--- config.mk ---
export PLATFORM = sky130hd
export DESIGN_NAME = ccs_sequencer
export DESIGN_NICKNAME = d
export VERILOG_FILES = /design/src/ccs_pkg.sv /design/src/ccs_fifo.sv /design/src/ccs_sequencer.sv
export SDC_FILE = /design/constraint.sdc
export NUM_CORES = 1
export LEC_CHECK = 0
export BUFFER_PORTS_ARGS = -buffer_cell sky130_fd_sc_hd__buf_2
export CAP_MARGIN = 25
export CORE_MARGIN = 2
export CORE_UTILIZATION = 39
export CTS_BUF_LIST = sky130_fd_sc_hd__clkbuf_8
export DETAILED_ROUTE_END_ITERATION = 16
export HOLD_SLACK_MARGIN = 0.12
export PLACE_DENSITY = 0.75
export REMOVE_ABC_BUFFERS = 1
export SLEW_MARGIN = 10
export SYNTH_ARGS = -nofsm -noshare
export SYNTH_HDL_FRONTEND = slang
export SYNTH_SLANG_ARGS = --single-unit
--- constraint.sdc ---
create_clock -name ref_clk -period 2.3 [get_ports ref_clk]
set_clock_uncertainty 0.1 [all_clocks]
set_input_delay 0 -clock ref_clk [delete_from_list [all_inputs] [get_ports ref_clk]]
set_output_delay 0 -clock ref_clk [all_outputs]
set_load 0.005 [all_outputs]
--- src/ccs_pkg.sv ---
// Package of constants for the contactless command sequencer
// ----------------------------------------------------------------------------
// Summary of operation
// Transmit sends FIFO at once, ends when FIFO empties or another command arrives
// Keep-command code updates receiver-off and power-down, command untouched
// Receive enables receiver and ends itself at end of stream
// With multi-frame receive set, receive never ends by itself
// Transceive alternates endlessly; initiator sends first, then receives
// Non-initiator transceive receives first, sends after a complete stream
// Host kicks each send phase and ends transceive with a new command
// Multi-frame receive keeps transceive in receiving state forever
// Anticollision runs mode detector unless disabled and loads mode registers
// Field loss restarts anticollision state machine without ending the command
// Anticollision completion switches to transceive; rewriting code restarts it
// Events held back during anticollision; command governs CRC enables in Type A
// Passive 106k activation leaves start-byte frame in FIFO, target flag set
// Active mode: transceive, target flag clear, start byte and CRC at 106k
// Host preloads twelve authentication bytes before starting authenticate; the bench preloads four, as FIFO_D is 4
// FIFO access during authentication is blocked and flags write error
// Authenticate ends on success setting cipher flag; done events suppressed
// Authentication failure sets protocol error and clears cipher flag
// Soft reset restores registers incl. serial rate, keeps identity buffer, ends
// Host runs self-test by reset, config, self-test value, FIFO byte, CRC
// Test-bus select 07h routes seven receiver signals to D6..D0
// Host uses timer event besides idle event to end authentication
// Commands use the fixed four-bit codes
// Starting a command never clears the FIFO
// A command ending itself returns to idle and raises the idle event
// ----------------------------------------------------------------------------
package ccs_pkg;
	// Command codes
	localparam logic [3:0] CMD_IDLE = 4'h0;
	localparam logic [3:0] CMD_CONFIG = 4'h1;
	localparam logic [3:0] CMD_RANDOM = 4'h2;
	localparam logic [3:0] CMD_CRC = 4'h3;
	localparam logic [3:0] CMD_TRANSMIT = 4'h4;
	localparam logic [3:0] CMD_KEEP = 4'h7;
	localparam logic [3:0] CMD_RECEIVE = 4'h8;
	localparam logic [3:0] CMD_TRANSCEIVE = 4'hc;
	localparam logic [3:0] CMD_AUTO_ANTICOLLISION_CMD = 4'hd;
	localparam logic [3:0] CMD_AUTHENT = 4'he;
	localparam logic [3:0] CMD_SOFTWARE_RESET_CMD = 4'hf;
	// Command register field positions
	localparam int CMDF_PDOWN = 4;
	localparam int CMDF_RXOFF = 5;
	// Test bus select, serial rate and self-test reset values
	localparam logic [4:0] TBUS_RECEIVER = 5'h07;
	localparam logic [7:0] SERIAL_RATE_RST = 8'heb;
	localparam logic [7:0] SELF_TEST_RST = 8'h40;
	localparam logic [4:0] TBUS_RST = 5'h00;
	// FIFO shape
	localparam int FIFO_W = 8;
	localparam int FIFO_D = 4;
	// Sequencer states
	typedef enum logic [2:0] {
		ST_IDLE, ST_SEND, ST_RECV, ST_WAIT_KICK, ST_COLL, ST_AUTH, ST_BUSY
	} ccs_state_e;
endpackage : ccs_pkg

--- src/ccs_fifo.sv ---
// Small data FIFO with valid/ready on both sides
`timescale 1ns/1ps
module ccs_fifo #(
	parameter int W = 8,
	parameter int D = 4
) (
	input wire logic clk, // Clock
	input wire logic rst_n, // Synchronised reset
	input wire logic [W-1:0] in_data, // Write data
	input wire logic in_valid, // Write request
	output logic in_ready, // Room available
	output logic [W-1:0] out_data, // Head word
	output logic out_valid, // Not empty
	input wire logic out_ready // Head consumed
);
	localparam int AW = $clog2(D);
	logic [W-1:0] mem_r [D];
	logic [AW-1:0] wp_r, wp_nxt, rp_r, rp_nxt;
	logic [AW:0] cnt_r, cnt_nxt;
	logic push, pop;
	// Handshake terms
	always_comb begin
		push = in_valid && in_ready;
		pop = out_valid && out_ready;
		wp_nxt = push ? wp_r + 1'b1 : wp_r;
		rp_nxt = pop ? rp_r + 1'b1 : rp_r;
		cnt_nxt = cnt_r + (AW+1)'(push) - (AW+1)'(pop);
	end
	assign in_ready = (cnt_r != (AW+1)'(D));
	assign out_valid = (cnt_r != '0);
	assign out_data = mem_r[rp_r];
	// Pointer registers
	always_ff @(posedge clk or negedge rst_n) begin
		if (!rst_n) begin
			wp_r <= '0;
			rp_r <= '0;
			cnt_r <= '0;
		end else begin
			wp_r <= wp_nxt;
			rp_r <= rp_nxt;
			cnt_r <= cnt_nxt;
		end
	end
	// Storage, written only on push
	always_ff @(posedge clk) begin
		if (push) begin
			mem_r[wp_r] <= in_data;
		end
	end
endmodule : ccs_fifo

--- src/ccs_sequencer.sv ---
// Command sequencer top: command register, FIFO path, flags and test bus
`timescale 1ns/1ps
module ccs_sequencer
	import ccs_pkg::*;
(
	input wire logic ref_clk, // 40 MHz clock
	input wire logic reset_n, // Async reset, active low
	input wire logic cmd_wr, // Host writes command register
	input wire logic [7:0] cmd_wdata, // Written command register value
	input wire logic initiator_role, // Initiator role bit
	input wire logic multi_frame_receive, // Keep receiving after frames
	input wire logic mode_detector_disable, // Mode detector off
	input wire logic transmit_kick, // Start-send pulse from host
	input wire logic [7:0] host_fifo_wdata, // Host FIFO write data
	input wire logic host_fifo_wr, // Host FIFO write
	input wire logic host_fifo_rd, // Host FIFO read
	input wire logic [7:0] rx_byte, // Received byte from decoder
	input wire logic rx_byte_valid, // Received byte strobe
	input wire logic rx_frame_end, // End of frame or length reached
	input wire logic tx_byte_ready, // Coder takes a byte
	input wire logic rf_field_present, // External field present (pin)
	input wire logic mode_detected, // Mode detector hit
	input wire logic [7:0] detected_mode, // Mode bits from received data
	input wire logic coll_done, // Activation finished
	input wire logic coll_active_mode, // Active communication mode found
	input wire logic coll_is_106k, // 106 kbps detected
	input wire logic auth_ok, // Card authenticated
	input wire logic auth_fail, // Authentication error
	input wire logic [6:0] rx_test_signals, // Receiver signals D6..D0
	input wire logic [4:0] test_bus_select, // Test bus select
	output logic [7:0] command_register, // Command register readback
	output logic [7:0] fifo_rdata, // FIFO head to host
	output logic fifo_not_empty, // FIFO holds data
	output logic fifo_host_ready, // FIFO accepts host data
	output logic [7:0] tx_byte, // Byte to coder
	output logic tx_active, // Transmitter running
	output logic receiver_on, // Receiver path enabled
	output logic mode_det_on, // Mode detector running
	output logic [7:0] receive_mode_register, // Mode loaded by detector
	output logic crc_force_on, // Command governs CRC enables
	output logic target_activated_flag, // Target activated
	output logic cipher_active_flag, // Cipher active
	output logic fifo_write_error, // FIFO access error
	output logic protocol_error_flag, // Protocol error
	output logic idle_event, // Command ended itself
	output logic receive_done_event, // Frame received
	output logic transmit_done_event, // Transmission done
	output logic [7:0] serial_rate_register, // Serial rate setting
	output logic [7:0] self_test_register, // Self-test setting
	output logic [6:0] test_bus // Test bus D6..D0
);
	// ------------------------------------------------------------------------
	// Reset release and pin synchronisers
	// ------------------------------------------------------------------------
	logic [1:0] rst_sync_r;
	logic rst_n;
	logic [1:0] field_sync_r;
	always_ff @(posedge ref_clk or negedge reset_n) begin
		if (!reset_n) begin
			rst_sync_r <= 2'h0;
		end else begin
			rst_sync_r <= {rst_sync_r[0], 1'b1};
		end
	end
	assign rst_n = rst_sync_r[1];
	// Field level comes from an analog detector, so it is synchronised
	always_ff @(posedge ref_clk or negedge rst_n) begin
		if (!rst_n) begin
			field_sync_r <= 2'h0;
		end else begin
			field_sync_r <= {field_sync_r[0], rf_field_present};
		end
	end
	// ------------------------------------------------------------------------
	// FIFO
	// ------------------------------------------------------------------------
	ccs_state_e st_r, st_nxt;
	logic [3:0] cmd_r, cmd_nxt;
	logic in_v, in_rdy, out_v, out_rdy, blocked;
	logic [7:0] in_d, out_d;
	always_comb begin
		blocked = (st_r == ST_AUTH);
		in_v = 1'b0;
		in_d = host_fifo_wdata;
		// block FIFO accesses
		if (!blocked && host_fifo_wr) begin
			in_v = 1'b1;
		end else if ((st_r == ST_RECV || st_r == ST_COLL) && rx_byte_valid) begin
			in_v = 1'b1;
			in_d = rx_byte;
		end
		out_rdy = (!blocked && host_fifo_rd) || (st_r == ST_SEND && tx_byte_ready);
	end
	ccs_fifo #(.W(FIFO_W), .D(FIFO_D)) u_fifo (
		.clk(ref_clk),
		.rst_n(rst_n),
		.in_data(in_d),
		.in_valid(in_v),
		.in_ready(in_rdy),
		.out_data(out_d),
		.out_valid(out_v),
		.out_ready(out_rdy)
	);
	// ------------------------------------------------------------------------
	// Command state machine
	// ------------------------------------------------------------------------
	logic [1:0] bits_r, bits_nxt;
	logic [7:0] rmode_r, rmode_nxt;
	logic [7:0] srate_r, srate_nxt, stest_r, stest_nxt;
	logic tgt_r, tgt_nxt, ciph_r, ciph_nxt, werr_r, werr_nxt, perr_r, perr_nxt;
	logic idle_r, idle_nxt, rxd_r, rxd_nxt, txd_r, txd_nxt;
	logic [7:0] tx_r, tx_nxt, fout_r;
	logic fne_r, frdy_r;
	logic [6:0] tbus_r, tbus_nxt;
	logic newcmd;
	logic [3:0] dec_r, dec_nxt;
	always_comb begin
		st_nxt = st_r;
		cmd_nxt = cmd_r;
		bits_nxt = bits_r;
		rmode_nxt = rmode_r;
		srate_nxt = srate_r;
		stest_nxt = stest_r;
		tgt_nxt = tgt_r;
		ciph_nxt = ciph_r;
		werr_nxt = werr_r;
		perr_nxt = perr_r;
		idle_nxt = 1'b0;
		rxd_nxt = 1'b0;
		txd_nxt = 1'b0;
		tx_nxt = (st_r == ST_SEND && tx_byte_ready && out_v) ? out_d : tx_r;
		newcmd = cmd_wr && cmd_wdata[3:0] != CMD_KEEP;
		// keep-command touches only the other bits
		if (cmd_wr) begin
			bits_nxt = {cmd_wdata[CMDF_RXOFF], cmd_wdata[CMDF_PDOWN]};
		end
		case (st_r)
			// send until FIFO runs empty
			ST_SEND: begin
				if (!out_v) begin
					txd_nxt = 1'b1;
					if (cmd_r == CMD_TRANSCEIVE) begin
						// receiver follows transmission
						st_nxt = ST_RECV;
					end else begin
						// self-ended command returns to idle
						st_nxt = ST_IDLE;
						cmd_nxt = CMD_IDLE;
						idle_nxt = 1'b1;
					end
				end
			end
			// receive ends on frame end; R4 R8 not with multi-frame
			ST_RECV: begin
				if (rx_frame_end) begin
					rxd_nxt = 1'b1;
					if (cmd_r == CMD_TRANSCEIVE) begin
						// send only after a full stream
						st_nxt = multi_frame_receive ? ST_RECV : ST_WAIT_KICK;
					end else if (!multi_frame_receive) begin
						st_nxt = ST_IDLE;
						cmd_nxt = CMD_IDLE;
						idle_nxt = 1'b1;
					end
				end
			end
			// each send phase waits for the host kick
			ST_WAIT_KICK: begin
				if (transmit_kick) begin
					st_nxt = ST_SEND;
				end
			end
			// mode detector loads mode bits
			ST_COLL: begin
				if (mode_detected && !mode_detector_disable) begin
					rmode_nxt = detected_mode;
				end
				if (!field_sync_r[1]) begin
					// restart in place, command stays active
					st_nxt = ST_COLL;
				end else if (coll_done) begin
					// switch to transceive; R13 R14 target flag
					cmd_nxt = CMD_TRANSCEIVE;
					st_nxt = ST_WAIT_KICK;
					tgt_nxt = !coll_active_mode;
					// only the final frame raises the event
					rxd_nxt = 1'b1;
				end
			end
			// ends only on success; R18 failure flags
			ST_AUTH: begin
				if (auth_ok) begin
					ciph_nxt = 1'b1;
					st_nxt = ST_IDLE;
					cmd_nxt = CMD_IDLE;
					idle_nxt = 1'b1;
				end else if (auth_fail) begin
					perr_nxt = 1'b1;
					ciph_nxt = 1'b0;
				end
			end
			// Config, random ID and soft reset finish in one step
			ST_BUSY: begin
				st_nxt = ST_IDLE;
				cmd_nxt = CMD_IDLE;
				idle_nxt = 1'b1;
			end
			default: begin
			end
		endcase
		// decode; R24 starting a command leaves the FIFO alone
		if (newcmd) begin
			cmd_nxt = cmd_wdata[3:0];
			case (cmd_wdata[3:0])
				CMD_TRANSMIT: st_nxt = ST_SEND;
				CMD_RECEIVE: st_nxt = ST_RECV;
				CMD_TRANSCEIVE: st_nxt = initiator_role ? ST_WAIT_KICK : ST_RECV;
				// rewriting the code restarts the machine
				CMD_AUTO_ANTICOLLISION_CMD: begin
					st_nxt = ST_COLL;
					tgt_nxt = 1'b0;
				end
				CMD_AUTHENT: st_nxt = ST_AUTH;
				CMD_CONFIG, CMD_RANDOM: st_nxt = ST_BUSY;
				// soft reset restores registers, identity buffer untouched
				CMD_SOFTWARE_RESET_CMD: begin
					st_nxt = ST_BUSY;
					srate_nxt = SERIAL_RATE_RST;
					stest_nxt = SELF_TEST_RST;
					rmode_nxt = 8'h00;
					bits_nxt = 2'h0;
					tgt_nxt = 1'b0;
					ciph_nxt = 1'b0;
					werr_nxt = 1'b0;
					perr_nxt = 1'b0;
				end
				default: st_nxt = ST_IDLE;
			endcase
		end
		// done events suppressed while authenticating
		if (st_r == ST_AUTH) begin
			rxd_nxt = 1'b0;
			txd_nxt = 1'b0;
		end
		// a flag set in this cycle outranks the soft-reset clear
		werr_nxt = werr_nxt || (blocked && (host_fifo_wr || host_fifo_rd));
		perr_nxt = perr_nxt || (blocked && auth_fail && !auth_ok);
		// Decodes taken from the next state, so these outputs leave flops
		dec_nxt = {st_nxt == ST_SEND, st_nxt == ST_RECV || st_nxt == ST_COLL,
			st_nxt == ST_COLL && !mode_detector_disable, st_nxt == ST_COLL};
		// receiver signals onto the test bus
		tbus_nxt = (test_bus_select == TBUS_RECEIVER) ? rx_test_signals : 7'h00;
	end
	// State and output registers
	always_ff @(posedge ref_clk or negedge rst_n) begin
		if (!rst_n) begin
			st_r <= ST_IDLE;
			cmd_r <= CMD_IDLE;
			bits_r <= 2'h0;
			rmode_r <= 8'h00;
			srate_r <= SERIAL_RATE_RST;
			stest_r <= SELF_TEST_RST;
			tgt_r <= 1'b0;
			ciph_r <= 1'b0;
			werr_r <= 1'b0;
			perr_r <= 1'b0;
			idle_r <= 1'b0;
			rxd_r <= 1'b0;
			txd_r <= 1'b0;
			tx_r <= 8'h00;
			fout_r <= 8'h00;
			fne_r <= 1'b0;
			frdy_r <= 1'b0;
			tbus_r <= 7'h00;
			dec_r <= 4'h0;
		end else begin
			st_r <= st_nxt;
			cmd_r <= cmd_nxt;
			bits_r <= bits_nxt;
			rmode_r <= rmode_nxt;
			srate_r <= srate_nxt;
			stest_r <= stest_nxt;
			tgt_r <= tgt_nxt;
			ciph_r <= ciph_nxt;
			werr_r <= werr_nxt;
			perr_r <= perr_nxt;
			idle_r <= idle_nxt;
			rxd_r <= rxd_nxt;
			txd_r <= txd_nxt;
			tx_r <= tx_nxt;
			fout_r <= out_d;
			fne_r <= out_v;
			frdy_r <= in_rdy && !blocked;
			tbus_r <= tbus_nxt;
			dec_r <= dec_nxt;
		end
	end
	// Outputs straight from flip-flops
	assign command_register = {2'h0, bits_r, cmd_r};
	assign fifo_rdata = fout_r;
	assign fifo_not_empty = fne_r;
	assign fifo_host_ready = frdy_r;
	assign tx_byte = tx_r;
	assign tx_active = dec_r[3];
	assign receiver_on = dec_r[2];
	assign mode_det_on = dec_r[1];
	assign receive_mode_register = rmode_r;
	// command, not mode registers, governs CRC during activation
	assign crc_force_on = dec_r[0];
	assign target_activated_flag = tgt_r;
	assign cipher_active_flag = ciph_r;
	assign fifo_write_error = werr_r;
	assign protocol_error_flag = perr_r;
	assign idle_event = idle_r;
	assign receive_done_event = rxd_r;
	assign transmit_done_event = txd_r;
	assign serial_rate_register = srate_r;
	assign self_test_register = stest_r;
	assign test_bus = tbus_r;
endmodule : ccs_sequencer

# == After elaboration in Yosys (flattened, before gate mapping) ==
# Memories as Yosys holds them, arrays and structs flattened.
# Cells that the tools add are included.
# word_totals
reg_bits,64
mem_bits_rw,32
in_bits,63
out_inout_bits,68
wordCells,155
memories,1
# memory_table
memory,depth,width,read_ports,rd_clocked_by_memory_dff,wr,line,source
u_fifo.mem_r,4,8,1,0,1,ccs_fifo.sv:17,logic [W-1:0] mem_r [D];
# classes
add_sub_neg,4
n_eq_ne,29
mux,70
n_reduce_logical,29
# op_table
op,n
8-bit two-way mux,6
1-bit two-way mux,36
4-bit two-way mux,9
3-bit case mux with 6 select lines,2
3-bit two-way mux,9
"4-bit == test, second input constant",6
"3-bit inequality test, second input constant",8
4-bit case mux with 5 select lines,1
1-bit logical AND,14
"3-bit == test, second input constant",4
"3-bit by 2-bit == test with 1-bit output, second input constant",3
9-bit AND reduction,1
2-bit two-way mux,4
7-bit two-way mux,1
"3-bit by 1-bit == test with 1-bit output, second input constant",2
1-bit logical OR,6
6-bit nonzero test,1
"5-bit by 3-bit == test with 1-bit output, second input constant",1
"2-bit by 1-bit adder with 2-bit output, second input constant",2
"4-bit by 1-bit == test with 1-bit output, second input constant",1
"4-bit by 2-bit == test with 1-bit output, second input constant",1
"4-bit by 3-bit == test with 1-bit output, second input constant",1
1-bit zero test,4
"4-bit by 3-bit inequality test with 1-bit output, second input constant",1
8 further kinds,8

# == Longest topological paths before layout ==
# Gate-level depths: netlist of run 1.
# logic_depth
ltp_word,8
depth_mapped,11
mapped_depth_nobuf,10

# == Modules after synthesis ==
# A second synthesis of run 1 with hierarchy kept.
# unflattened
hier_cells,323
area_unflattened_um2,4332.9
# by_module_without_submodules
mod,instances,cells_per_inst,area_per_inst_um2,seq_area_each_um2
ccs_sequencer,1,240,2703.8,1426.4
ccs_fifo,1,83,1629.1,1136.1

# == Worst setup path after synthesis of run 1 ==
# Ideal clock, no wire load.
# synth_timing
path_type,register to register
start,register st_r[2]
end,register u_fifo.cnt_r[2]
setup_ns,0.125
t_arrival_ns,2.264
required_time_ns,2.075
path_slack_ns,-0.189
stages_incl_launch_ff,12
n_path_buf,1
synth_period_minus_slack_ns,2.489
cell_sequence,dfrtp_1 -> buf_2 -> nor3b_1 -> nand2_1 -> a21boi_1 -> ha_1 -> inv_1 -> ha_1 -> inv_1 -> fa_1 -> xnor2_1 -> xnor2_1
# synth_between
word_cells_on_any_way,17
cone_classes,add/sub: 2; eq/ne: 4; mux: 2; reduce/logical: 9
# synth_rtl
item,line,source
from (decl),ccs_sequencer.sv:77,"ccs_state_e st_r, st_nxt;"
from (signal assigned),ccs_sequencer.sv:277,st_r <= st_nxt;
3-bit == test,ccs_sequencer.sv:82,blocked = (st_r == ST_AUTH);
1-bit zero test,ccs_sequencer.sv:92,out_rdy = (!blocked && host_fifo_rd) || (st_r == ST_SEND && tx_byte_ready);
1-bit logical AND,ccs_sequencer.sv:92,
1-bit logical OR (*),ccs_sequencer.sv:92,
1-bit logical AND (*),ccs_fifo.sv:24,pop = out_valid && out_ready;
net u_fifo.pop,ccs_fifo.sv:20,"logic push, pop;"
3-bit by 1-bit subtractor with 3-bit output (*),ccs_fifo.sv:27,cnt_nxt = cnt_r + (AW+1)'(push) - (AW+1)'(pop);
net u_fifo.cnt_nxt[2],ccs_fifo.sv:19,"logic [AW:0] cnt_r, cnt_nxt;"
to (signal assigned),ccs_fifo.sv:41,cnt_r <= cnt_nxt;
to (decl),ccs_fifo.sv:19,
# The timed path passes the listed nets; every way through them passes the cells marked *.
# A chain may end at the register's enable or synchronous reset.

# == Final worst setup path of run 1 ==
# layout_timing
start,register u_fifo.cnt_r[2]
end,register u_fifo.cnt_r[2]
# layout_between
word_cells_on_any_way,6
cone_classes,add/sub: 2; eq/ne: 1; reduce/logical: 3
# layout_rtl
item,line,source
3-bit nonzero test,ccs_fifo.sv:30,assign out_valid = (cnt_r != '0);
1-bit logical AND,ccs_fifo.sv:24,
net u_fifo.pop,ccs_fifo.sv:20,
3-bit by 1-bit subtractor with 3-bit output,ccs_fifo.sv:27,
net u_fifo.cnt_nxt[2],ccs_fifo.sv:19,
# The timed path passes the listed nets, and every way through them passes these cells.

==> results.yml, run 1 <==
power_and_ir_drop:
  p_leak_nw: 2.75
  power_switching_mw: 1.54
  swShare: 0.309
  vdd_drop_max_uv: 386
  power_mw: 4.98
  p_per_area_nw_per_um2: 860
  p_clk_frac: 0.206
  combPwrFrac: 0.301
  seqPwrFrac: 0.493
  internal_power_mw: 3.44
global_routing:
  use_met3: 0.0272
  overflow: 0
  grt_pass1_wl_um: 14900
  grt.met2_usage: 0.291
  busiest_layer: "met2"
  antenna_found_initial: 1
  grt_pass1_vias: 3139
  met1_usage: 0.204
  grt_max_degree: 63
  grt.total_usage: 0.171
timing:
  fmax_ghz: 0.438
  layout_setup_ws_ns: 0.0170
  worst_pin_slew_ns: 0.789
  setup_viol: 0
  hold_violations: 0
  relSlewSlack: 0.474
  fin_crit_ns: 2.28
  rsz0062_at_grt: "yes"
  min_period_over_period: 0.993
  slew_violations: 0
clock_network:
  clk_latency_ns: 0.37
  numCtsBuffers: 9
  h-tree-depth: 3
  cts_root_buffer: "clkbuf_8"
  cts.sinks: 96
  tritoncts: "built"
  cts_buffer_depth: 2
  path_clk_slew_ns: 0.09
min_path:
  hp-class: "input port to flip-flop"
critical_path:
  start_kind: "flip-flop"
  endpoint_kind: "flip-flop"
  cp.arrival_ns: 2.44
  crit_slowest_cell: "dfrtp_1"
  worst-path-max-fanout: 2
  cp_cell_sequence: "or3_1 -> a21boi_2 -> ha_1 -> inv_1 -> ha_1 -> inv_1 -> fa_2 -> xnor2_2 -> xnor2_1"
  slowest_delay_ns: 0.38
  critPathKind: "flip-flop to flip-flop"
  cp.required_ns: 2.45
die:
  die_w_um: 108
  die_area_um2: 11600
  pin_count: 131
  initial_core_util: 0.404
  rows: 37
  die_h_um: 108
  core_area_um2: 10400
yosys:
  synth-edff-count: 32
  ys.flop_type: "dfrtp_1"
  synth_cells: 315
  synth-seq-cells: 96
  avgSynthCellArea_um2: 13.4
  synth-async-reset-ratio: 0.667
  netlist_area_um2: 4210
  seq_area_frac_synth: 0.608
  ys_warn_count: 0
  yosysUniqueCellTypes: 56
place:
  placed_cells: 561
  place.gp.congestion: 0.808
  pre_cts_slack_ns: -0.0716
  hpwl_um: 6360
  port_buffers: 109
finish:
  layout_common_cells: "buf_2, dlygate4sd3_1, dfrtp_1"
  multi_input_area_um2: 1490
  area_growth_pct: 37.6
  fillers: 865
  final-seq-area_um2: 2560
  finalNonFillerCells: 646
  utilization: 0.557
  final_common_cell: "buf_2"
  fin_nets: 574
  final_layout_size_suffix_gt1_frac: 0.350
run_status:
  status: "completed"
routing:
  drt_pass1_iterations: 4
  drc: 0
  vias_per_cell: 4.88
  vias: 3150
  final_antenna_net_count: 0
  drt-initial-drc-count: 188
  routedWlPerCell_um: 15.3
  drt_wl_total_um: 9890
flow_run:
  max_cap_viol_count: 0
## logic make-up after synthesis
group           synth area share
fa+ha+maj                 0.0226
simple gates               0.122
xor+xnor                  0.0125
compound gates            0.0618
flops                      0.608
mux                        0.112
buf+inv                   0.0588
other cells              0.00178
## worst max-delay path, delay by kind of cell, from the launching register on
kind	cells	cell delay (ns)
adder cells (fa/ha/maj)	3	0.75
AND/OR/NAND/NOR	1	0.38
flip-flops	1	0.38
AO/OA/AOI/OAI	1	0.18
buffers and inverters	2	0.11
XOR/XNOR	2	0.27
## stage by stage
stage	hold slack, ns	area (um^2)	TNS (ns)
2_1_floorplan	-0.396	4080	-0.400
4_1_cts	0.159	5780	0
5_1_grt	0.179	5800	-0.0640
3_5_place_dp	-0.312	4900	-0.0716
3_3_place_gp	-0.313	4900	0
6_report	0.149	5800	0
## Yosys cell counts (2+ instances only)
library cell	number	share of area
nor2b_1	6	0.0089
edfxtp_1	32	0.23
clkbuf_1	4	0.0036
inv_1	14	0.012
or3_1	2	0.0030
o22ai_1	3	0.0045
nand3_1	5	0.0059
and2_1	13	0.019
nand2_1	17	0.015
mux2i_1	10	0.024
conb_1	2	0.0018
xor2_1	2	0.0042
nand4b_1	4	0.0083
ha_1	6	0.018
buf_2	6	0.0071
nor3b_1	7	0.012
a2111oi_0	2	0.0042
xnor2_1	4	0.0083
dfrtp_1	64	0.38
mux2_2	16	0.043
buf_4	18	0.032
mux4_2	8	0.043
nor2_1	19	0.017
a211o_1	3	0.0062
a21oi_1	9	0.011
and3b_1	2	0.0042
nor3_1	3	0.0036
o21ai_0	6	0.0071
## final timing paths
| kind | startpoint | end | slack (ns) | cells after the start |
|---|---|---|---|---|
| max in group asynchronous | rst_sync_r[1] | fifo_rdata[1] | 1.25 | 1 |
| min reg2reg | rst_sync_r[0] | rst_sync_r[1] | 0.26 | 0 |
| min in group asynchronous | rst_sync_r[1] | u_fifo.wp_r[1] | 0.32 | 1 |
| max | u_fifo.cnt_r[2] | u_fifo.cnt_r[2] | 0.02 | 9 |
| max reg2reg | u_fifo.cnt_r[2] | u_fifo.cnt_r[2] | 0.02 | 9 |
| min | coll_done | cmd_r[3] | 0.15 | 5 |
## layout make-up
cell class                      count  area share
Sequential cell                    96       0.442
Multi-Input combinational cell    192       0.257
Timing Repair Buffer              191       0.231
Tap cell                          136      0.0294
Clock buffer                        9      0.0214
Clock inverter                      7     0.00971
Inverter                           14     0.00907
Antenna cell                        1    0.000432
## registers in the layout, indices dropped and copies added (netlist names)
register	cells
bits_r	2
idle_event	1
u_fifo.cnt_r	3
rst_sync_r	2
protocol_error_flag	1
u_fifo.rp_r	2
field_sync_r	2
transmit_done_event	1
receive_mode_register	8
st_r	3
fifo_write_error	1
fifo_not_empty	1
target_activated_flag	1
fifo_host_ready	1
test_bus	7
fifo_rdata	8
dec_r	4
u_fifo.mem_r	32
u_fifo.wp_r	2
cmd_r	4
cipher_active_flag	1
tx_byte	8
receive_done_event	1
## repair_timing
action	in CTS	in global routing
pin swaps	1	3
endpoints found under the hold margin	68	2
setup buffers	1	0
hold buffers	68	1
gates resized for setup	2	7
endpoints found under the setup margin	1	7
## per-layer routing
metal / wire (um) / share of wire / vias to the layer above
li1: - / - / 1464
met1: 4070 / 0.41 / 1508
met2: 4940 / 0.50 / 145
met3: 507 / 0.051 / 33
met4: 376 / 0.038 / 0
met5: 0 / 0 / -
## power groups by stage
stage | combinational (mW) | sequential [mW] | clock, mW
after floorplan | 0.704 | 2.51 | 0
after global placement | 1.31 | 2.47 | 0
after detailed placement | 1.37 | 2.49 | 0
after CTS | 1.51 | 2.46 | 1.06
after global routing | 1.66 | 2.51 | 1.11
final | 1.50 | 2.46 | 1.02
Note: power is estimated with default switching activity, not from simulation.
==> inputs of run 2 (changes only) <==
--- a/config.mk
+++ b/config.mk
@@ -8,11 +8,11 @@
 export BUFFER_PORTS_ARGS = -buffer_cell sky130_fd_sc_hd__buf_2
 export CAP_MARGIN = 25
 export CORE_MARGIN = 2
-export CORE_UTILIZATION = 39
+export CORE_UTILIZATION = 40
 export CTS_BUF_LIST = sky130_fd_sc_hd__clkbuf_8
 export DETAILED_ROUTE_END_ITERATION = 16
 export HOLD_SLACK_MARGIN = 0.12
-export PLACE_DENSITY = 0.75
+export PLACE_DENSITY = 0.76
 export REMOVE_ABC_BUFFERS = 1
 export SLEW_MARGIN = 10
 export SYNTH_ARGS = -nofsm -noshare
==> constraint.sdc (replaced) <==
create_clock -name ref_clk -period 2.3 [get_ports ref_clk]
set_clock_uncertainty 0.1 [all_clocks]
set_input_delay 0 -clock ref_clk [delete_from_list [all_inputs] [get_ports ref_clk]]
set_output_delay 0 -clock ref_clk [all_outputs]
set_load 0.1 [all_outputs]
==> results.yml, run 2 (synthesized netlist as in run 1, its figures left out) <==
run_status:
  status: "completed"
routing:
  drc: 0
  vias_per_cell: 4.87
  vias: 3145
  final_antenna_net_count: 0
  drt_wl_total_um: 9900
  routedWlPerCell_um: 15.3
  drt-initial-drc-count: 278
  drt_pass1_iterations: 4
power_and_ir_drop:
  p_clk_frac: 0.175
  power_switching_mw: 3.33
  internal_power_mw: 3.68
  combPwrFrac: 0.472
  swShare: 0.475
  seqPwrFrac: 0.353
  p_leak_nw: 2.78
  vdd_drop_max_uv: 957
  p_per_area_nw_per_um2: 1190
min_path:
  min-delay-start: "initiator_role"
  hold_end: "st_r[0]"
  hp-class: "input port to flip-flop"
  whs_path_depth: 4
finish:
  fillers: 853
  regMostFlops: "u_fifo.mem_r"
  fin_nets: 575
  utilization: 0.571
  largest_register_ffs: 32
  final_common_cell: "buf_2"
  final-seq-area_um2: 2560
  final_layout_size_suffix_gt1_frac: 0.351
  diodes: 0
  layout_common_cells: "buf_2, dlygate4sd3_1, dfrtp_1"
  finalNonFillerCells: 646
  multi_input_area_um2: 1520
  area_growth_pct: 39.5
clock_network:
  cts_buffer_depth: 2
  tritoncts: "built"
  path_clk_slew_ns: 0.09
  h-tree-depth: 3
  numCtsBuffers: 9
  clk_latency_ns: 0.36
  cts_root_buffer: "clkbuf_8"
  cts.sinks: 96
critical_path:
  r2r_start: "u_fifo.cnt_r[2]"
  critPathKind: "flip-flop to flip-flop"
  reg2reg_slack_ns: 0.02
  reg2reg_depth: 9
  cp.required_ns: 2.44
  cp.arrival_ns: 2.42
  start_kind: "flip-flop"
  endpoint_kind: "flip-flop"
  worst-path-max-fanout: 2
  setup.worst_path.start: "u_fifo.cnt_r[2]"
  reg2reg_to: "u_fifo.cnt_r[2]"
timing:
  relSlewSlack: 0.587
  min_period_over_period: 0.990
  fin_crit_ns: 2.28
  layout_setup_ws_ns: 0.0225
  rsz0062_at_grt: "yes"
  holdWs_ns: 0.150
  worst_pin_slew_ns: 0.619
  setup_viol: 0
  slew_violations: 0
  setup-tns-final_ns: 0
  hold_violations: 0
  fmax_ghz: 0.439
global_routing:
  overflow: 0
  antenna_found_initial: 0
  grt_pass1_vias: 3125
  grt_pass1_wl_um: 15200
  grt_max_degree: 29
  grt.total_usage: 0.177
place:
  place.gp.congestion: 0.790
  placed_cells: 561
  port_buffers: 109
  pre_cts_slack_ns: -0.0453
  hpwl_um: 6470
die:
  die_w_um: 107
  core_area_um2: 10300
  die_area_um2: 11400
  pin_count: 131
  rows: 37
  die_h_um: 107
  initial_core_util: 0.410
flow_run:
  max_cap_viol_count: 0
run 2: timing repair:
item | 4_1_cts | 5_1_grt
setup buffers | 1 | 0
pin swaps | 4 | 2
setup endpoints to repair | 1 | 7
hold endpoints to repair | 71 | 0
resized for setup | 4 | 8
hold buffers | 68 | 0
run 2: cell type report:
type                            instances  share of cell area
Tap cell                              136              0.0290
Clock buffer                            9              0.0211
Timing Repair Buffer                  192               0.229
Clock inverter                          7              0.0177
Sequential cell                        96               0.437
Inverter                               14             0.00895
Multi-Input combinational cell        192               0.258
run 2: power groups by stage:
stage | combinational [mW] | sequential (mW) | clock, mW
after floorplan | 0.826 | 4.16 | 0
after global placement | 3.10 | 2.48 | 0
after detailed placement | 3.15 | 2.51 | 0
after CTS | 3.30 | 2.48 | 1.26
after global routing | 3.46 | 2.53 | 1.33
final | 3.31 | 2.47 | 1.22
run 2: worst max-delay path, cell delays in order (launching register included):
cell and delay, ns:
dfrtp_1 0.38, or3_1 0.38, a21boi_2 0.17, ha_1 0.28, inv_1 0.05, ha_1 0.13
inv_1 0.05, fa_2 0.34, xnor2_2 0.14, xnor2_1 0.13
run 2: worst max path at each step:
stage,to,slack (ns),cells after the start
2_1_floorplan,u_fifo.cnt_r[2],-0.27,10
3_3_place_gp,u_fifo.cnt_r[2],0.03,9
3_5_place_dp,u_fifo.cnt_r[2],-0.05,9
4_1_cts,u_fifo.cnt_r[2],0.0004,9
5_1_grt,u_fifo.cnt_r[2],-0.07,9
6_report,u_fifo.cnt_r[2],0.02,9
run 2: through the flow:
step / power [mW] / cell area, um^2
2_1_floorplan: 4.99 / 4080
4_1_cts: 7.03 / 5840
6_report: 7.00 / 5870
5_1_grt: 7.32 / 5870
3_3_place_gp: 5.58 / 4900
3_5_place_dp: 5.66 / 4900
run 2: metal layers:
layer / track usage / vias to the layer above / part of all wire / wire (um)
met5: 0 / - / 0 / 0
met4: 0.109 / 0 / 0.038 / 375
met2: 0.299 / 142 / 0.51 / 5090
met1: 0.210 / 1513 / 0.39 / 3870
met3: 0.0298 / 29 / 0.057 / 562
li1: - / 1461 / - / -
==> inputs of run 3 (changes only) <==
--- a/config.mk
+++ b/config.mk
@@ -12,7 +12,7 @@
 export CTS_BUF_LIST = sky130_fd_sc_hd__clkbuf_8
 export DETAILED_ROUTE_END_ITERATION = 16
 export HOLD_SLACK_MARGIN = 0.12
-export PLACE_DENSITY = 0.76
+export PLACE_DENSITY = 0.78
 export REMOVE_ABC_BUFFERS = 1
 export SLEW_MARGIN = 10
 export SYNTH_ARGS = -nofsm -noshare
==> constraint.sdc (replaced) <==
create_clock -name ref_clk -period 2 [get_ports ref_clk]
set_clock_uncertainty 0.1 [all_clocks]
set_input_delay 0 -clock ref_clk [delete_from_list [all_inputs] [get_ports ref_clk]]
set_output_delay 0 -clock ref_clk [all_outputs]
set_load 0.1 [all_outputs]
==> results.yml, run 3 (synthesized netlist as in run 1, its figures left out) <==
flow_run:
  max_cap_viol_count: 0
die:
  rows: 37
  die_w_um: 107
  die_area_um2: 11400
  core_area_um2: 10300
  pin_count: 131
  die_h_um: 107
  initial_core_util: 0.410
timing:
  rsz0062_at_grt: "yes"
  hold_violations: 0
  slew_violations: 0
  fin_crit_ns: 2.26
  layout_setup_ws_ns: -0.265
  min_period_over_period: 1.13
  fmax_ghz: 0.442
  setup_viol: 37
global_routing:
  grt_max_degree: 63
  grt.total_usage: 0.173
  grt_pass1_wl_um: 15200
  grt_pass1_vias: 3229
  overflow: 0
  antenna_found_initial: 0
routing:
  final_antenna_net_count: 0
  drc: 0
  vias: 3234
  drt_wl_total_um: 10200
  drt-initial-drc-count: 266
  vias_per_cell: 4.86
  drt_pass1_iterations: 5
  routedWlPerCell_um: 15.3
finish:
  largest_register_ffs: 32
  final_common_cell: "buf_2"
  final_layout_size_suffix_gt1_frac: 0.398
  regMostFlops: "u_fifo.mem_r"
  layout_common_cells: "buf_2, dlygate4sd3_1, dfrtp_1"
  area_growth_pct: 44.5
  post-route-cell-area_um2: 6090
  fin_nets: 595
  diodes: 0
place:
  port_buffers: 109
  hpwl_um: 6440
  dpl_cell_area_um2: 5010
  place.gp.congestion: 0.779
critical_path:
  crit_slowest_cell: "dfrtp_1"
  cp_cell_sequence: "or3_1 -> a21boi_2 -> ha_1 -> inv_1 -> ha_1 -> inv_1 -> fa_2 -> xnor2_2 -> xnor2_1"
  cp-endpoint: "u_fifo.cnt_r[2]"
  reg2reg_slack_ns: -0.26
  cp.arrival_ns: 2.43
  cp.required_ns: 2.16
  critPathKind: "flip-flop to flip-flop"
  reg2reg_depth: 9
  r2r_start: "u_fifo.cnt_r[2]"
  slowest_delay_ns: 0.38
  start_kind: "flip-flop"
  endpoint_kind: "flip-flop"
  reg2reg_to: "u_fifo.cnt_r[2]"
  worst-path-max-fanout: 2
  setup.worst_path.start: "u_fifo.cnt_r[2]"
power_and_ir_drop:
  p_per_area_nw_per_um2: 1330
  vdd_drop_max_uv: 1300
  p_leak_nw: 2.89
  power_mw: 8.07
clock_network:
  path_clk_slew_ns: 0.09
  tritoncts: "built"
  h-tree-depth: 3
  clk_latency_ns: 0.37
  cts.sinks: 96
  cts_buffer_depth: 2
  numCtsBuffers: 9
  cts_root_buffer: "clkbuf_8"
run_status:
  status: "complete, but fails checks"
  violations: "setup timing"
min_path:
  hp-class: "flip-flop to async pin"
run 3: cell types whose count changed in the layout (fill, tap and decap cells not counted), moves of 2 or more:
cell | before | now
a21oi_1 | 9 | 7
a21oi_2 | 0 | 2
and2_1 | 12 | 8
and2_4 | 0 | 5
buf_4 | 14 | 25
buf_6 | 1 | 8
inv_8 | 2 | 0
o21ai_1 | 0 | 2
run 3: repair_timing:
item,in CTS,in global routing
endpoints found under the setup margin,4,35
endpoints found under the hold margin,77,1
hold buffers,68,1
resized for setup,4,33
buffers inserted,1,9
pin swaps,6,14
run 3: per-layer routing:
layer | GRT usage | wire, um | share of wire | vias to the layer above
met3 | 0.0462 | 751 | 0.074 | 33
met4 | 0.0733 | 282 | 0.028 | 0
met5 | 0 | 0 | 0 | -
met1 | 0.207 | 4110 | 0.40 | 1547
met2 | 0.295 | 5050 | 0.50 | 156
li1 | - | - | - | 1498
run 3: area by class of cell:
cell class                 count  area (um^2)
inverter                      14         52.6
sequential                    96         2560
tap                          136          170
timing repair buffer         212         1540
fill                         777         4190
clock buffer                   9          124
multi-input combinational    192         1570
clock inverter                 7         71.3
run 3: critical path: cells and delay by family, from the launching register on:
family	cells	cell delay [ns]
buffers and inverters	2	0.11
flip-flops	1	0.38
adder cells (fa/ha/maj)	3	0.74
XOR/XNOR	2	0.26
AO/OA/AOI/OAI	1	0.17
AND/OR/NAND/NOR	1	0.38
run 3: stage by stage:
stage / hold WS, ns / setup WS [ns] / cells / util / setup TNS [ns]
2_1_floorplan: -0.396 / -0.570 / 302 / - / -3.27
3_3_place_gp: -0.315 / -0.277 / 574 / 0.488 / -0.418
3_5_place_dp: -0.313 / -0.349 / 574 / 0.488 / -0.605
4_1_cts: 0.145 / -0.257 / 659 / 0.575 / -0.569
5_1_grt: 0.179 / -0.403 / 666 / 0.592 / -5.00
6_report: 0.159 / -0.265 / 666 / 0.592 / -1.40
run 3: how the worst min path moves through the flow:
stage	endpoint	cells after the start
after floorplan	rst_sync_r[0]	0
after global placement	rst_sync_r[0]	1
after detailed placement	rst_sync_r[0]	1
after CTS	dec_r[3]	5
after global routing	field_sync_r[0]	2
final	test_bus[1]	1
run 3: power by group:
part,switching (mW),internal [mW],total (mW)
Sequential,0.225,2.56,2.78
Clock,0.658,0.577,1.24
Combinational,2.96,1.09,4.05
Total,3.84,4.23,8.07
